**src/rtl/apc_pkg.sv**
```systemverilog
// Shared constants for the period synchronisation counter block.
package apc_pkg;

   // Register offsets on the internal register port.
   localparam logic [4:0] APC_OFF_CONFIG = 5'h01;
   localparam logic [4:0] APC_OFF_ALIGN_CTRL = 5'h02;
   localparam logic [4:0] APC_OFF_LATCHED_COUNT = 5'h03;
   localparam logic [4:0] APC_OFF_START_LOW = 5'h04;
   localparam logic [4:0] APC_OFF_START_HIGH = 5'h05;

   // Field positions.
   localparam int APC_CFG_CLKOUT_BIT = 0;
   localparam int APC_CFG_RATE_LSB = 4;
   localparam int APC_CFG_RATE_MSB = 5;
   localparam int APC_CTRL_RESTART_BIT = 0;
   localparam int APC_CTRL_LATCH_BIT = 1;

   // Reset values.
   localparam logic [7:0] APC_CONFIG_RESET = 8'h00;
   localparam logic [7:0] APC_ALIGN_CTRL_RESET = 8'h00;
   localparam logic [11:0] APC_COUNT_RESET = 12'h000;
   localparam logic [15:0] APC_LATCHED_RESET = 16'h0000;
   localparam logic [7:0] APC_START_BYTE_RESET = 8'h00;

   // Period start counts per output rate setting (core clock / rate - 1).
   localparam logic [11:0] APC_START_COUNT_8K = 12'h01FF;
   localparam logic [11:0] APC_START_COUNT_4K = 12'h03FF;
   localparam logic [11:0] APC_START_COUNT_2K = 12'h07FF;
   localparam logic [11:0] APC_START_COUNT_1K = 12'h0FFF;

   // Length of the active-low ready pulse in core clock cycles.
   localparam logic [6:0] APC_READY_CYCLES = 7'h40;

   // Output rate settings.
   typedef enum logic [1:0] {
      APC_RATE_8K = 2'h0,
      APC_RATE_4K = 2'h1,
      APC_RATE_2K = 2'h2,
      APC_RATE_1K = 2'h3
   } apc_rate_t;

endpackage : apc_pkg

```
**src/rtl/apc_cnt_if.sv**
```systemverilog
// Carrier between the period control logic and the down-counter core.
`timescale 1ns/1ps
interface apc_cnt_if;
   logic load;
   logic [11:0] load_value;
   logic [11:0] count;
   logic zero;

   // Control side steers the counter and watches its value.
   modport ctrl (
      output load,
      output load_value,
      input count,
      input zero
   );

   // Counter side.
   modport core (
      input load,
      input load_value,
      output count,
      output zero
   );
endinterface : apc_cnt_if

```
**src/rtl/apc_period_counter.sv**
```systemverilog
// Twelve-bit down-counter that times one output period.
`timescale 1ns/1ps
module apc_period_counter
   import apc_pkg::*;
(
   // Clock, enable and reset.
   input wire logic ref_clk,
   input wire logic clk_en,
   input wire logic rst_n,
   // Control link.
   apc_cnt_if.core cnt
);

   logic [11:0] count_q;
   logic [11:0] count_d;

   // A load wins over the decrement; otherwise count down once per cycle.
   always_comb begin
      if (cnt.load) begin
         count_d = cnt.load_value;
      end else begin
         count_d = count_q - 12'h001;
      end
   end

   // State register, frozen while the clock enable is low.
   always_ff @(posedge ref_clk or negedge rst_n) begin
      if (!rst_n) begin
         count_q <= APC_COUNT_RESET;
      end else if (clk_en) begin
         count_q <= count_d;
      end
   end

   assign cnt.count = count_q;
   assign cnt.zero = (count_q == 12'h000);

endmodule : apc_period_counter

```
**src/rtl/apc_period_sync_counter.sv**
```systemverilog
// Output period counter with latch, restart and start-value realignment.
// How it works
// - Period start loads rate-derived count, 511 to 4095.
// - Latch request bit captures current counter value.
// - Latch request bit self-clears one cycle later.
// - Captured value readable as 16-bit register.
// - Restart bit abandons period, starts new one.
// - Written start value seeds the next period started at zero.
// - Start value written low byte, then high.
// - Captured value stays readable next output cycle.
// - Restart bit self-clears one cycle later.
// - Ready output low 64 cycles per period while configuration bit zero is clear.
// - Twelve-bit counter decrements every core clock while the clock enable is high.
// - Configuration bits five to four select rate.
`timescale 1ns/1ps
module apc_period_sync_counter
   import apc_pkg::*;
(
   // Clock, enable and reset.
   input wire logic ref_clk,
   input wire logic clk_en,
   input wire logic rst_n,
   // Register port from the serial front end, already on ref_clk.
   input wire logic reg_wr_en,
   input wire logic reg_rd_en,
   input wire logic [4:0] reg_addr,
   input wire logic [7:0] reg_wdata,
   output logic [15:0] reg_rdata,
   // Period outputs.
   output logic sample_ready_n,
   output logic period_start,
   output logic clkout_select
);

   // Reset release synchroniser; the pin drops at once, rises after two clock-enabled edges.
   logic [1:0] rst_sync_q;
   logic rst_n_sync;

   always_ff @(posedge ref_clk or negedge rst_n) begin
      if (!rst_n) begin
         rst_sync_q <= 2'b00;
      end else if (clk_en) begin
         rst_sync_q <= {rst_sync_q[0], 1'b1};
      end
   end

   assign rst_n_sync = rst_sync_q[1];

   // Counter core and its carrier.
   apc_cnt_if cnt_link ();

   apc_period_counter u_counter (
      .ref_clk (ref_clk),
      .clk_en (clk_en),
      .rst_n (rst_n_sync),
      .cnt (cnt_link.core)
   );

   // Register state.
   logic [7:0] config_q;
   logic [7:0] config_d;
   logic [7:0] align_ctrl_q;
   logic [7:0] align_ctrl_d;
   logic [15:0] latched_q;
   logic [15:0] latched_d;
   logic [7:0] start_low_q;
   logic [7:0] start_low_d;
   logic [7:0] start_high_q;
   logic [7:0] start_high_d;
   logic seed_pending_q;
   logic seed_pending_d;
   logic [15:0] rdata_q;
   logic [15:0] rdata_d;

   // Period state.
   logic [6:0] ready_cnt_q;
   logic [6:0] ready_cnt_d;
   logic ready_n_q;
   logic ready_n_d;
   logic start_pulse_q;
   logic start_pulse_d;

   // Decoded events.
   logic wr_config;
   logic wr_ctrl;
   logic wr_start_low;
   logic wr_start_high;
   logic restart_now;
   logic latch_now;
   logic new_period;
   logic use_seed;
   logic ready_mode;
   logic [1:0] rate_sel;
   logic [11:0] rate_count;
   logic [11:0] seed_value;

   assign wr_config = reg_wr_en && (reg_addr == APC_OFF_CONFIG);
   assign wr_ctrl = reg_wr_en && (reg_addr == APC_OFF_ALIGN_CTRL);
   assign wr_start_low = reg_wr_en && (reg_addr == APC_OFF_START_LOW);
   assign wr_start_high = reg_wr_en && (reg_addr == APC_OFF_START_HIGH);

   // Command bits act during the one cycle they read as set.
   assign restart_now = align_ctrl_q[APC_CTRL_RESTART_BIT];
   assign latch_now = align_ctrl_q[APC_CTRL_LATCH_BIT];

   assign rate_sel = config_q[APC_CFG_RATE_MSB:APC_CFG_RATE_LSB];
   assign ready_mode = !config_q[APC_CFG_CLKOUT_BIT];
   assign seed_value = {start_high_q[3:0], start_low_q};

   // Rate setting to period start count.
   always_comb begin
      unique case (apc_rate_t'(rate_sel))
         APC_RATE_8K: rate_count = APC_START_COUNT_8K;
         APC_RATE_4K: rate_count = APC_START_COUNT_4K;
         APC_RATE_2K: rate_count = APC_START_COUNT_2K;
         APC_RATE_1K: rate_count = APC_START_COUNT_1K;
      endcase
   end

   // A period starts at zero or on restart; restart always takes the rate count.
   assign new_period = restart_now || cnt_link.zero;
   assign use_seed = seed_pending_q && !restart_now;
   assign cnt_link.load = new_period;
   assign cnt_link.load_value = use_seed ? seed_value : rate_count;

   // Register next-state logic.
   always_comb begin
      config_d = config_q;
      align_ctrl_d = APC_ALIGN_CTRL_RESET;
      latched_d = latched_q;
      start_low_d = start_low_q;
      start_high_d = start_high_q;
      seed_pending_d = seed_pending_q;
      if (wr_config) begin
         config_d = reg_wdata;
      end
      if (wr_ctrl) begin
         align_ctrl_d[APC_CTRL_RESTART_BIT] = reg_wdata[APC_CTRL_RESTART_BIT];
         align_ctrl_d[APC_CTRL_LATCH_BIT] = reg_wdata[APC_CTRL_LATCH_BIT];
      end
      // Captured value is held until the next latch, so it survives the next period.
      if (latch_now) begin
         latched_d = {4'h0, cnt_link.count};
      end
      if (wr_start_low) begin
         start_low_d = reg_wdata;
      end
      // Seed is consumed once; a high-byte write in the same cycle still wins.
      if (new_period && use_seed) begin
         seed_pending_d = 1'b0;
      end
      if (wr_start_high) begin
         start_high_d = {4'h0, reg_wdata[3:0]};
         seed_pending_d = 1'b1;
      end
   end

   // Read data, one cycle after the read strobe; unmapped offsets read zero.
   always_comb begin
      rdata_d = rdata_q;
      if (reg_rd_en) begin
         unique case (reg_addr)
            APC_OFF_CONFIG: rdata_d = {8'h00, config_q};
            APC_OFF_ALIGN_CTRL: rdata_d = {8'h00, align_ctrl_q};
            APC_OFF_LATCHED_COUNT: rdata_d = latched_q;
            APC_OFF_START_LOW: rdata_d = {8'h00, start_low_q};
            APC_OFF_START_HIGH: rdata_d = {8'h00, start_high_q};
            default: rdata_d = 16'h0000;
         endcase
      end
   end

   always_ff @(posedge ref_clk or negedge rst_n_sync) begin
      if (!rst_n_sync) begin
         config_q <= APC_CONFIG_RESET;
         align_ctrl_q <= APC_ALIGN_CTRL_RESET;
         latched_q <= APC_LATCHED_RESET;
         start_low_q <= APC_START_BYTE_RESET;
         start_high_q <= APC_START_BYTE_RESET;
         seed_pending_q <= 1'b0;
         rdata_q <= 16'h0000;
      end else if (clk_en) begin
         config_q <= config_d;
         align_ctrl_q <= align_ctrl_d;
         latched_q <= latched_d;
         start_low_q <= start_low_d;
         start_high_q <= start_high_d;
         seed_pending_q <= seed_pending_d;
         rdata_q <= rdata_d;
      end
   end

   // Ready pulse: reloaded at every period start so a restart never shortens it.
   always_comb begin
      if (new_period) begin
         ready_cnt_d = APC_READY_CYCLES;
      end else if (ready_cnt_q != 7'h00) begin
         ready_cnt_d = ready_cnt_q - 7'h01;
      end else begin
         ready_cnt_d = ready_cnt_q;
      end
      ready_n_d = !(ready_mode && (ready_cnt_d != 7'h00));
      start_pulse_d = new_period;
   end

   always_ff @(posedge ref_clk or negedge rst_n_sync) begin
      if (!rst_n_sync) begin
         ready_cnt_q <= 7'h00;
         ready_n_q <= 1'b1;
         start_pulse_q <= 1'b0;
      end else if (clk_en) begin
         ready_cnt_q <= ready_cnt_d;
         ready_n_q <= ready_n_d;
         start_pulse_q <= start_pulse_d;
      end
   end

   // Outputs all come from flip-flops.
   assign reg_rdata = rdata_q;
   assign sample_ready_n = ready_n_q;
   assign period_start = start_pulse_q;
   assign clkout_select = config_q[APC_CFG_CLKOUT_BIT];

endmodule : apc_period_sync_counter

```
**config.mk**
```make
export PLATFORM = sky130hd
export DESIGN_NAME = apc_period_sync_counter
export DESIGN_NICKNAME = d
export VERILOG_FILES = /design/src/rtl/apc_pkg.sv /design/src/rtl/apc_cnt_if.sv /design/src/rtl/apc_period_counter.sv /design/src/rtl/apc_period_sync_counter.sv
export SDC_FILE = /design/constraint.sdc
export NUM_CORES = 1
export LEC_CHECK = 0
export BUFFER_PORTS_ARGS = -buffer_cell sky130_fd_sc_hd__buf_2
export CAP_MARGIN = 5
export CELL_PAD_IN_SITES_DETAIL_PLACEMENT = 1
export CELL_PAD_IN_SITES_GLOBAL_PLACEMENT = 2
export CORE_MARGIN = 1.5
export CORE_UTILIZATION = 41
export CTS_CLUSTER_SIZE = 10
export DETAILED_ROUTE_END_ITERATION = 8
export PLACE_DENSITY = 0.88
export SLEW_MARGIN = 40
export SYNTH_ARGS = -nofsm -noshare
export SYNTH_HDL_FRONTEND = slang
export SYNTH_SLANG_ARGS = --single-unit
```
**constraint.sdc**
```tcl
create_clock -name ref_clk -period 5.1 [get_ports ref_clk]
set_input_delay 0.255 -clock ref_clk [delete_from_list [all_inputs] [get_ports ref_clk]]
set_output_delay 0.255 -clock ref_clk [all_outputs]
set_load 0.005 [all_outputs]
```
==> metrics, run 1 <==
vias in the first global route=2676; antenna violations before repair=0; Critical Path RT=5330 ps; core area=8180 um^2; worst-margin pin slew=770 ps; layout cells sized above 1=22.2%; worst-path cell chain=inv_1 > ha_1 > nor3b_4 > and2_1 > nand4_4 > o221a_1; Die ar.=8990 um^2; H-tree Lvls=3; slew margin rel.=48.6%; Seq/Total Area, Yosys=50.7%; Worst R2R Setup Slack=2910 ps; Avg Inst Size Synth=10.5 um^2; Slowest-stage cell, CP=and2_1; synth warn=0; Die W=94.8 um; crit-path max FO=10; mux contribution to synthesized area=10.7%; Synth Area in Simple Gates=16.1%; Min-Delay Path Class=in -> reg; DRT iter0 DRCs=166; Avg WL per Cell=18.6 um; CTS clk-pin slew, worst paths=70 ps; min Tclk post-route=2190 ps; #FFs+latches synth=70; DRC violations left=0; CTS buffer count=9; Fill cells=920; area delta synth->final=10.9%; Via Count=2662; Final Hold Viols=0; number of synthesized flops with an enable pin=0; RSZ-0062 raised after global routing=no; total track usage=20.9%; global-route wire length before repair=14100 um; Overflow after GRT=0; Power Dens Cells=414 nW/um^2; CTS Sinks=70; Compound-Gate Fraction of Synth Area=16.4%; final WL=8640 um; CTS tree=done; post-route setup slack=2910 ps; r2r worst-path depth=6; post-synthesis adder-cell area fraction=1.09%; XOR/XNOR Fraction of Synth Area=0.507%; status=finished, final reports clean; final-report max-slew violation count=0; fraction of registers with async set or reset after synthesis=100%; clk_skew=6.34 ps; sink of the worst hold path=start_low_q[7]; crit path launch type=flop; Worst R2R Start=u_counter.cnt.count[0]; cell area after synthesis=3450 um^2; CP peak stage delay=420 ps; Detail Placement HPWL=6190 um; hold path cells=2; Initial Utilization=42.3%; diodes inserted=0; Chip Height=94.8 um; # IOs=37; clock buffer depth=2; Max Clk Rate=0.457 GHz; CP arrival=2420 ps; Final nets=376; Tcrit/Tclk final=42.9%; Yosys cell types=54; worst skew pair latency=340 ps; Synth Instances=330; Static Leak=1.77 nW; VDD IR max=0.000288 V; most frequent cells in the layout=dfrtp_1 (68), nor2_1 (34), buf_2 (32); vias per cell=5.72; RD Place Congestion=0.845; Setup TNS=0 ps; port bufs=32; drt pass-1 iters=5; worst slack, placed=2910 ps; Crit Path Class=reg -> reg; Crit. End Element=flop; max-cap viol count=0; most common cell after layout, fill and taps aside=dfrtp_1; largest family of logic cells by synthesized area=compound AO/OA/AOI/OAI gates; final setup violation count=0; worst r2r dst=u_counter.cnt.count[3]; ANT nets after route=0; Primary FF master, synth=dfrtp_1; largest net degree at the start of global routing=69; hold wc startpoint=reg_wdata[7]; clock root buffer=clkbuf_8; # rows=33
worst max-delay path, delay by kind of cell (launching register included):
| family | cells | cell delay (ps) |
|---|---|---|
| AO/OA/AOI/OAI | 1 | 340 |
| adder cells (fa/ha/maj) | 1 | 220 |
| buffers and inverters | 1 | 120 |
| flip-flops | 1 | 400 |
| AND/OR/NAND/NOR | 3 | 1000 |
layout make-up:
cell class / instances / area [um^2] / share of cell area (%)
flip-flops and latches: 70 / 1750 / 45.8
multi-input cells: 233 / 1560 / 40.7
repair buffers: 34 / 181 / 4.73
clock buffers: 12 / 155 / 4.05
well taps: 105 / 131 / 3.43
inverters: 7 / 26.3 / 0.686
clock inverters: 4 / 22.5 / 0.588
logic make-up after synthesis:
logic type / after synthesis
AO/OA/AOI/OAI: 81
XOR/XNOR: 2
other: 1
flip-flops: 70
AND/OR/NAND/NOR: 110
buffers and inverters: 30
adder cells (fa/ha/maj): 3
multiplexers: 33
per-stage QoR:
| stage | instances | instance area (um^2) | power (mW) | hold slack [ps] | utilization [%] |
|---|---|---|---|---|---|
| 3_5_place_dp | 448 | 3640 | 1.19 | 44.2 | 44.6 |
| 6_report | 465 | 3830 | 1.59 | 150 | 46.9 |
| 3_3_place_gp | 448 | 3640 | 1.16 | 40.0 | 44.5 |
| 2_1_floorplan | 333 | 3470 | 1.08 | -40.6 | - |
| 4_1_cts | 465 | 3830 | 1.60 | 142 | 46.9 |
| 5_1_grt | 465 | 3830 | 1.68 | 155 | 46.9 |
layer usage:
layer,vias to the layer above,wire length (um),GRT usage (%)
li1,1249,-,-
met1,1362,4060,29.0
met2,41,4260,33.2
met3,10,257,3.86
met4,0,68,5.97
met5,-,0,0
what timing repair did:
action,4_1_cts,5_1_grt
gates resized for setup,0,0
buffers inserted,0,0
hold buffers,1,0
endpoints found under the hold margin,2,0
state kept, by name, summed over array words and instances, names as in the netlist:
register / count
ready_cnt_q: 7
start_low_q: 8
align_ctrl_q: 2
seed_pending_q: 1
rst_sync_q: 2
sample_ready_n: 1
config_q: 8
start_high_q: 4
latched_q: 12
u_counter.cnt.count: 12
reg_rdata: 12
period_start: 1
synthesized netlist by cell type (all sizes together), types with 2 or more instances:
library cell / count / area share, %
nor2b: 2 / 0.36
mux2i: 2 / 0.58
o2bb2ai: 2 / 0.51
xnor2: 2 / 0.51
o21a: 3 / 0.65
and3: 3 / 0.54
a222oi: 6 / 1.7
o22ai: 6 / 1.1
dfrtp: 69 / 50
mux2: 31 / 10
or3: 3 / 0.54
nand4: 6 / 1.5
clkbuf: 9 / 0.98
a21o: 3 / 0.65
inv: 7 / 0.76
nand3b: 2 / 0.43
ha: 3 / 1.1
o31ai: 5 / 1.1
a22o: 2 / 0.51
a31oi: 8 / 1.4
o41ai: 2 / 0.51
and2: 4 / 0.72
a22oi: 6 / 1.3
nand2: 31 / 3.4
or2: 2 / 0.36
nor2: 34 / 3.7
a21oi: 12 / 1.7
buf: 14 / 2.6
o21ai: 17 / 2.5
nor3: 9 / 1.6
nand3: 9 / 1.3
report_power, final:
group	internal [mW]	total [mW]	leakage, nW	switching, mW
registers	0.659	0.795	0.899	0.136
clock network	0.201	0.406	0.0921	0.205
logic	0.173	0.386	0.780	0.214
worst max-delay path by stage:
stage / endpoint / slack, ps / startpoint
after CTS: u_counter.cnt.count[3] / 2910 / u_counter.cnt.count[0]
final: u_counter.cnt.count[3] / 2910 / u_counter.cnt.count[0]
after detailed placement: start_low_q[0] / 2910 / reg_addr[3]
after global placement: start_low_q[2] / 2980 / reg_addr[3]
after global routing: ready_cnt_q[3] / 2710 / u_counter.cnt.count[0]
after floorplan: rst_sync_q[1] / 2890 / rst_sync_q[1]
Power figures use the tool's default switching activity.
==> inputs of run 2 (changes only) <==
--- a/config.mk
+++ b/config.mk
@@ -10,10 +10,10 @@
 export CELL_PAD_IN_SITES_DETAIL_PLACEMENT = 1
 export CELL_PAD_IN_SITES_GLOBAL_PLACEMENT = 2
 export CORE_MARGIN = 1.5
-export CORE_UTILIZATION = 41
+export CORE_UTILIZATION = 38
 export CTS_CLUSTER_SIZE = 10
 export DETAILED_ROUTE_END_ITERATION = 8
-export PLACE_DENSITY = 0.88
+export PLACE_DENSITY = 0.83
 export SLEW_MARGIN = 40
 export SYNTH_ARGS = -nofsm -noshare
 export SYNTH_HDL_FRONTEND = slang
==> constraint.sdc (replaced) <==
create_clock -name ref_clk -period 2.1 [get_ports ref_clk]
set_input_delay 0.105 -clock ref_clk [delete_from_list [all_inputs] [get_ports ref_clk]]
set_output_delay 0.105 -clock ref_clk [all_outputs]
set_load 0.005 [all_outputs]
==> run 2 against run 1 <==
  * Largest cell class unchanged
  * Clock power increased to 2.8 times the previous value
  * Setup slack got worse by 2800 ps
  * Clock skew increased by 4.2 ps
  * Core utilization decreased by 1.3 points
  * Via count increased by 1.6%
==> metrics, run 2 (synthesized netlist as in run 1, its figures left out) <==
port bufs=32 (unchanged); vias in the first global route=2737 (was 2676); P_sw=1.44 mW (was 554 uW); Crit. End Element=flop (unchanged); largest net degree at the start of global routing=40 (was 69); clock root buffer=clkbuf_8 (unchanged); hold wc startpoint=reg_wdata[2] (was reg_wdata[7]); Final nets=392 (was 376); Overflow after GRT=0 (unchanged); min Tclk post-route=1950 ps (was 2190 ps); slew margin rel.=49.7% (was 48.6%); worst skew pair latency=360 ps (was 340 ps); final-report max-slew violation count=0 (unchanged); r2r worst-path depth=7 (was 6); # IOs=37 (unchanged); Fill cells=1021 (was 920); Setup TNS=0 ps (unchanged); most frequent cells in the layout=dfrtp_1 (68), nor2_1 (34), buf_2 (32) (unchanged); clk_skew=10.6 ps (was 6.34 ps); final setup violation count=0 (unchanged); ANT nets after route=0 (unchanged); area delta synth->final=15.5% (was 10.9%); Avg WL per Cell=18.1 um (was 18.6 um); Chip Height=98.3 um (was 94.8 um); post-route setup slack=150 ps (was 2910 ps); status=finished, final reports clean (unchanged); DRT iter0 DRCs=160 (was 166); worst slack, placed=148 ps (was 2910 ps); total track usage=19.0% (was 20.9%); Comb power frac=24.3% (was 24.4%); CTS Sinks=70 (unchanged); Power Dens Cells=1020 nW/um^2 (was 414 nW/um^2); RD Place Congestion=0.875 (was 0.845); Critical Path RT=2340 ps (was 5330 ps); CP arrival=2190 ps (was 2420 ps); layout cells sized above 1=25.0% (was 22.2%); global-route wire length before repair=14400 um (was 14100 um); Via Count=2704 (was 2662); RSZ-0062 raised after global routing=no (unchanged); vias per cell=5.59 (was 5.72); worst-margin pin slew=753 ps (was 770 ps); Static Leak=1.85 nW (was 1.77 nW); Int Pwr=2.62 mW (was 1.03 mW); hold path cells=2 (unchanged); most common cell after layout, fill and taps aside=dfrtp_1 (unchanged); crit path from=u_counter.cnt.count[0] (unchanged); CTS buffer count=9 (unchanged); Max Clk Rate=0.513 GHz (was 0.457 GHz); VDD IR max=0.000378 V (was 0.000288 V); CTS tree=done (unchanged); Final Hold Slack=8.10 ps (was 150 ps); diodes inserted=0 (unchanged); drt pass-1 iters=4 (was 5); final WL=8770 um (was 8640 um); Die ar.=9670 um^2 (was 8990 um^2); Die W=98.3 um (was 94.8 um); Detail Placement HPWL=6320 um (was 6190 um); Worst R2R Start=u_counter.cnt.count[0] (unchanged); switching portion of total power=35.5% (was 34.9%); H-tree Lvls=3 (unchanged); Tcrit/Tclk final=92.9% (was 42.9%); # rows=34 (was 33); core area=8760 um^2 (was 8180 um^2); crit-path max FO=7 (was 10); Initial Utilization=39.4% (was 42.3%); clock buffer depth=2 (unchanged); Sequential Power Share=47.3% (was 50.1%); Clk pwr share=28.4% (was 25.6%); max-cap viol count=0 (unchanged); CTS clk-pin slew, worst paths=80 ps (was 70 ps); Crit Path Class=reg -> reg (unchanged); Min-Delay Path Class=in -> reg (unchanged); antenna violations before repair=0 (unchanged); Final Hold Viols=0 (unchanged); DRC violations left=0 (unchanged); crit path launch type=flop (unchanged)
## run 2: area by class of cell
class	count	area (um^2)	area share (%)
Sequential cell	70	1750	44.0
Clock inverter	7	80.1	2.01
Timing Repair Buffer	50	308	7.71
Multi-Input combinational cell	233	1560	39.2
Inverter	7	26.3	0.659
Tap cell	108	135	3.39
Clock buffer	9	124	3.10
## run 2: path summary, 6_finish.rpt
path                                                to  slack, ps
max in group asynchronous                 latched_q[7]       1400
worst min register to register          ready_cnt_q[4]        320
worst max-delay path            u_counter.cnt.count[9]        150
min in group asynchronous                rst_sync_q[1]         60
worst max register to register  u_counter.cnt.count[9]        150
worst min-delay path                    start_low_q[2]          8
## run 2: power groups by stage
stage | clock network [mW] | registers [mW] | logic [mW]
2_1_floorplan | 0 | 1.81 | 0.806
3_3_place_gp | 0 | 1.93 | 0.945
3_5_place_dp | 0 | 1.94 | 0.974
4_1_cts | 1.18 | 1.92 | 0.986
5_1_grt | 1.22 | 1.96 | 1.11
6_report | 1.15 | 1.92 | 0.984
## run 2: repair_timing
item,CTS,global route
hold buffers,5,0
setup endpoints to repair,0,5
resized for setup,0,1
endpoints found under the hold margin,9,0
buffers inserted,0,1
## run 2: metrics by stage
step | power, mW | util, % | area, um^2 | cells
4_1_cts | 4.08 | 45.4 | 3980 | 483
6_report | 4.05 | 45.5 | 3990 | 484
3_3_place_gp | 2.87 | 42.5 | 3730 | 462
3_5_place_dp | 2.92 | 42.5 | 3730 | 462
5_1_grt | 4.30 | 45.5 | 3990 | 484
2_1_floorplan | 2.61 | - | 3470 | 333
## run 2: metal layers
layer	GRT usage (%)	part of all wire, %	vias to the layer above
li1	-	-	1287
met1	26.6	48	1357
met2	30.1	48	49
met3	3.29	3.0	11
met4	5.96	1.4	0
met5	0	0	-
## run 2: critical path: stages (launching register included)
cell and delay [ps]:
dfrtp_1 390, inv_1 120, ha_1 210, nor3b_4 330, a41oi_2 270, a211oi_2 250, a31oi_1 60, o22a_1 210
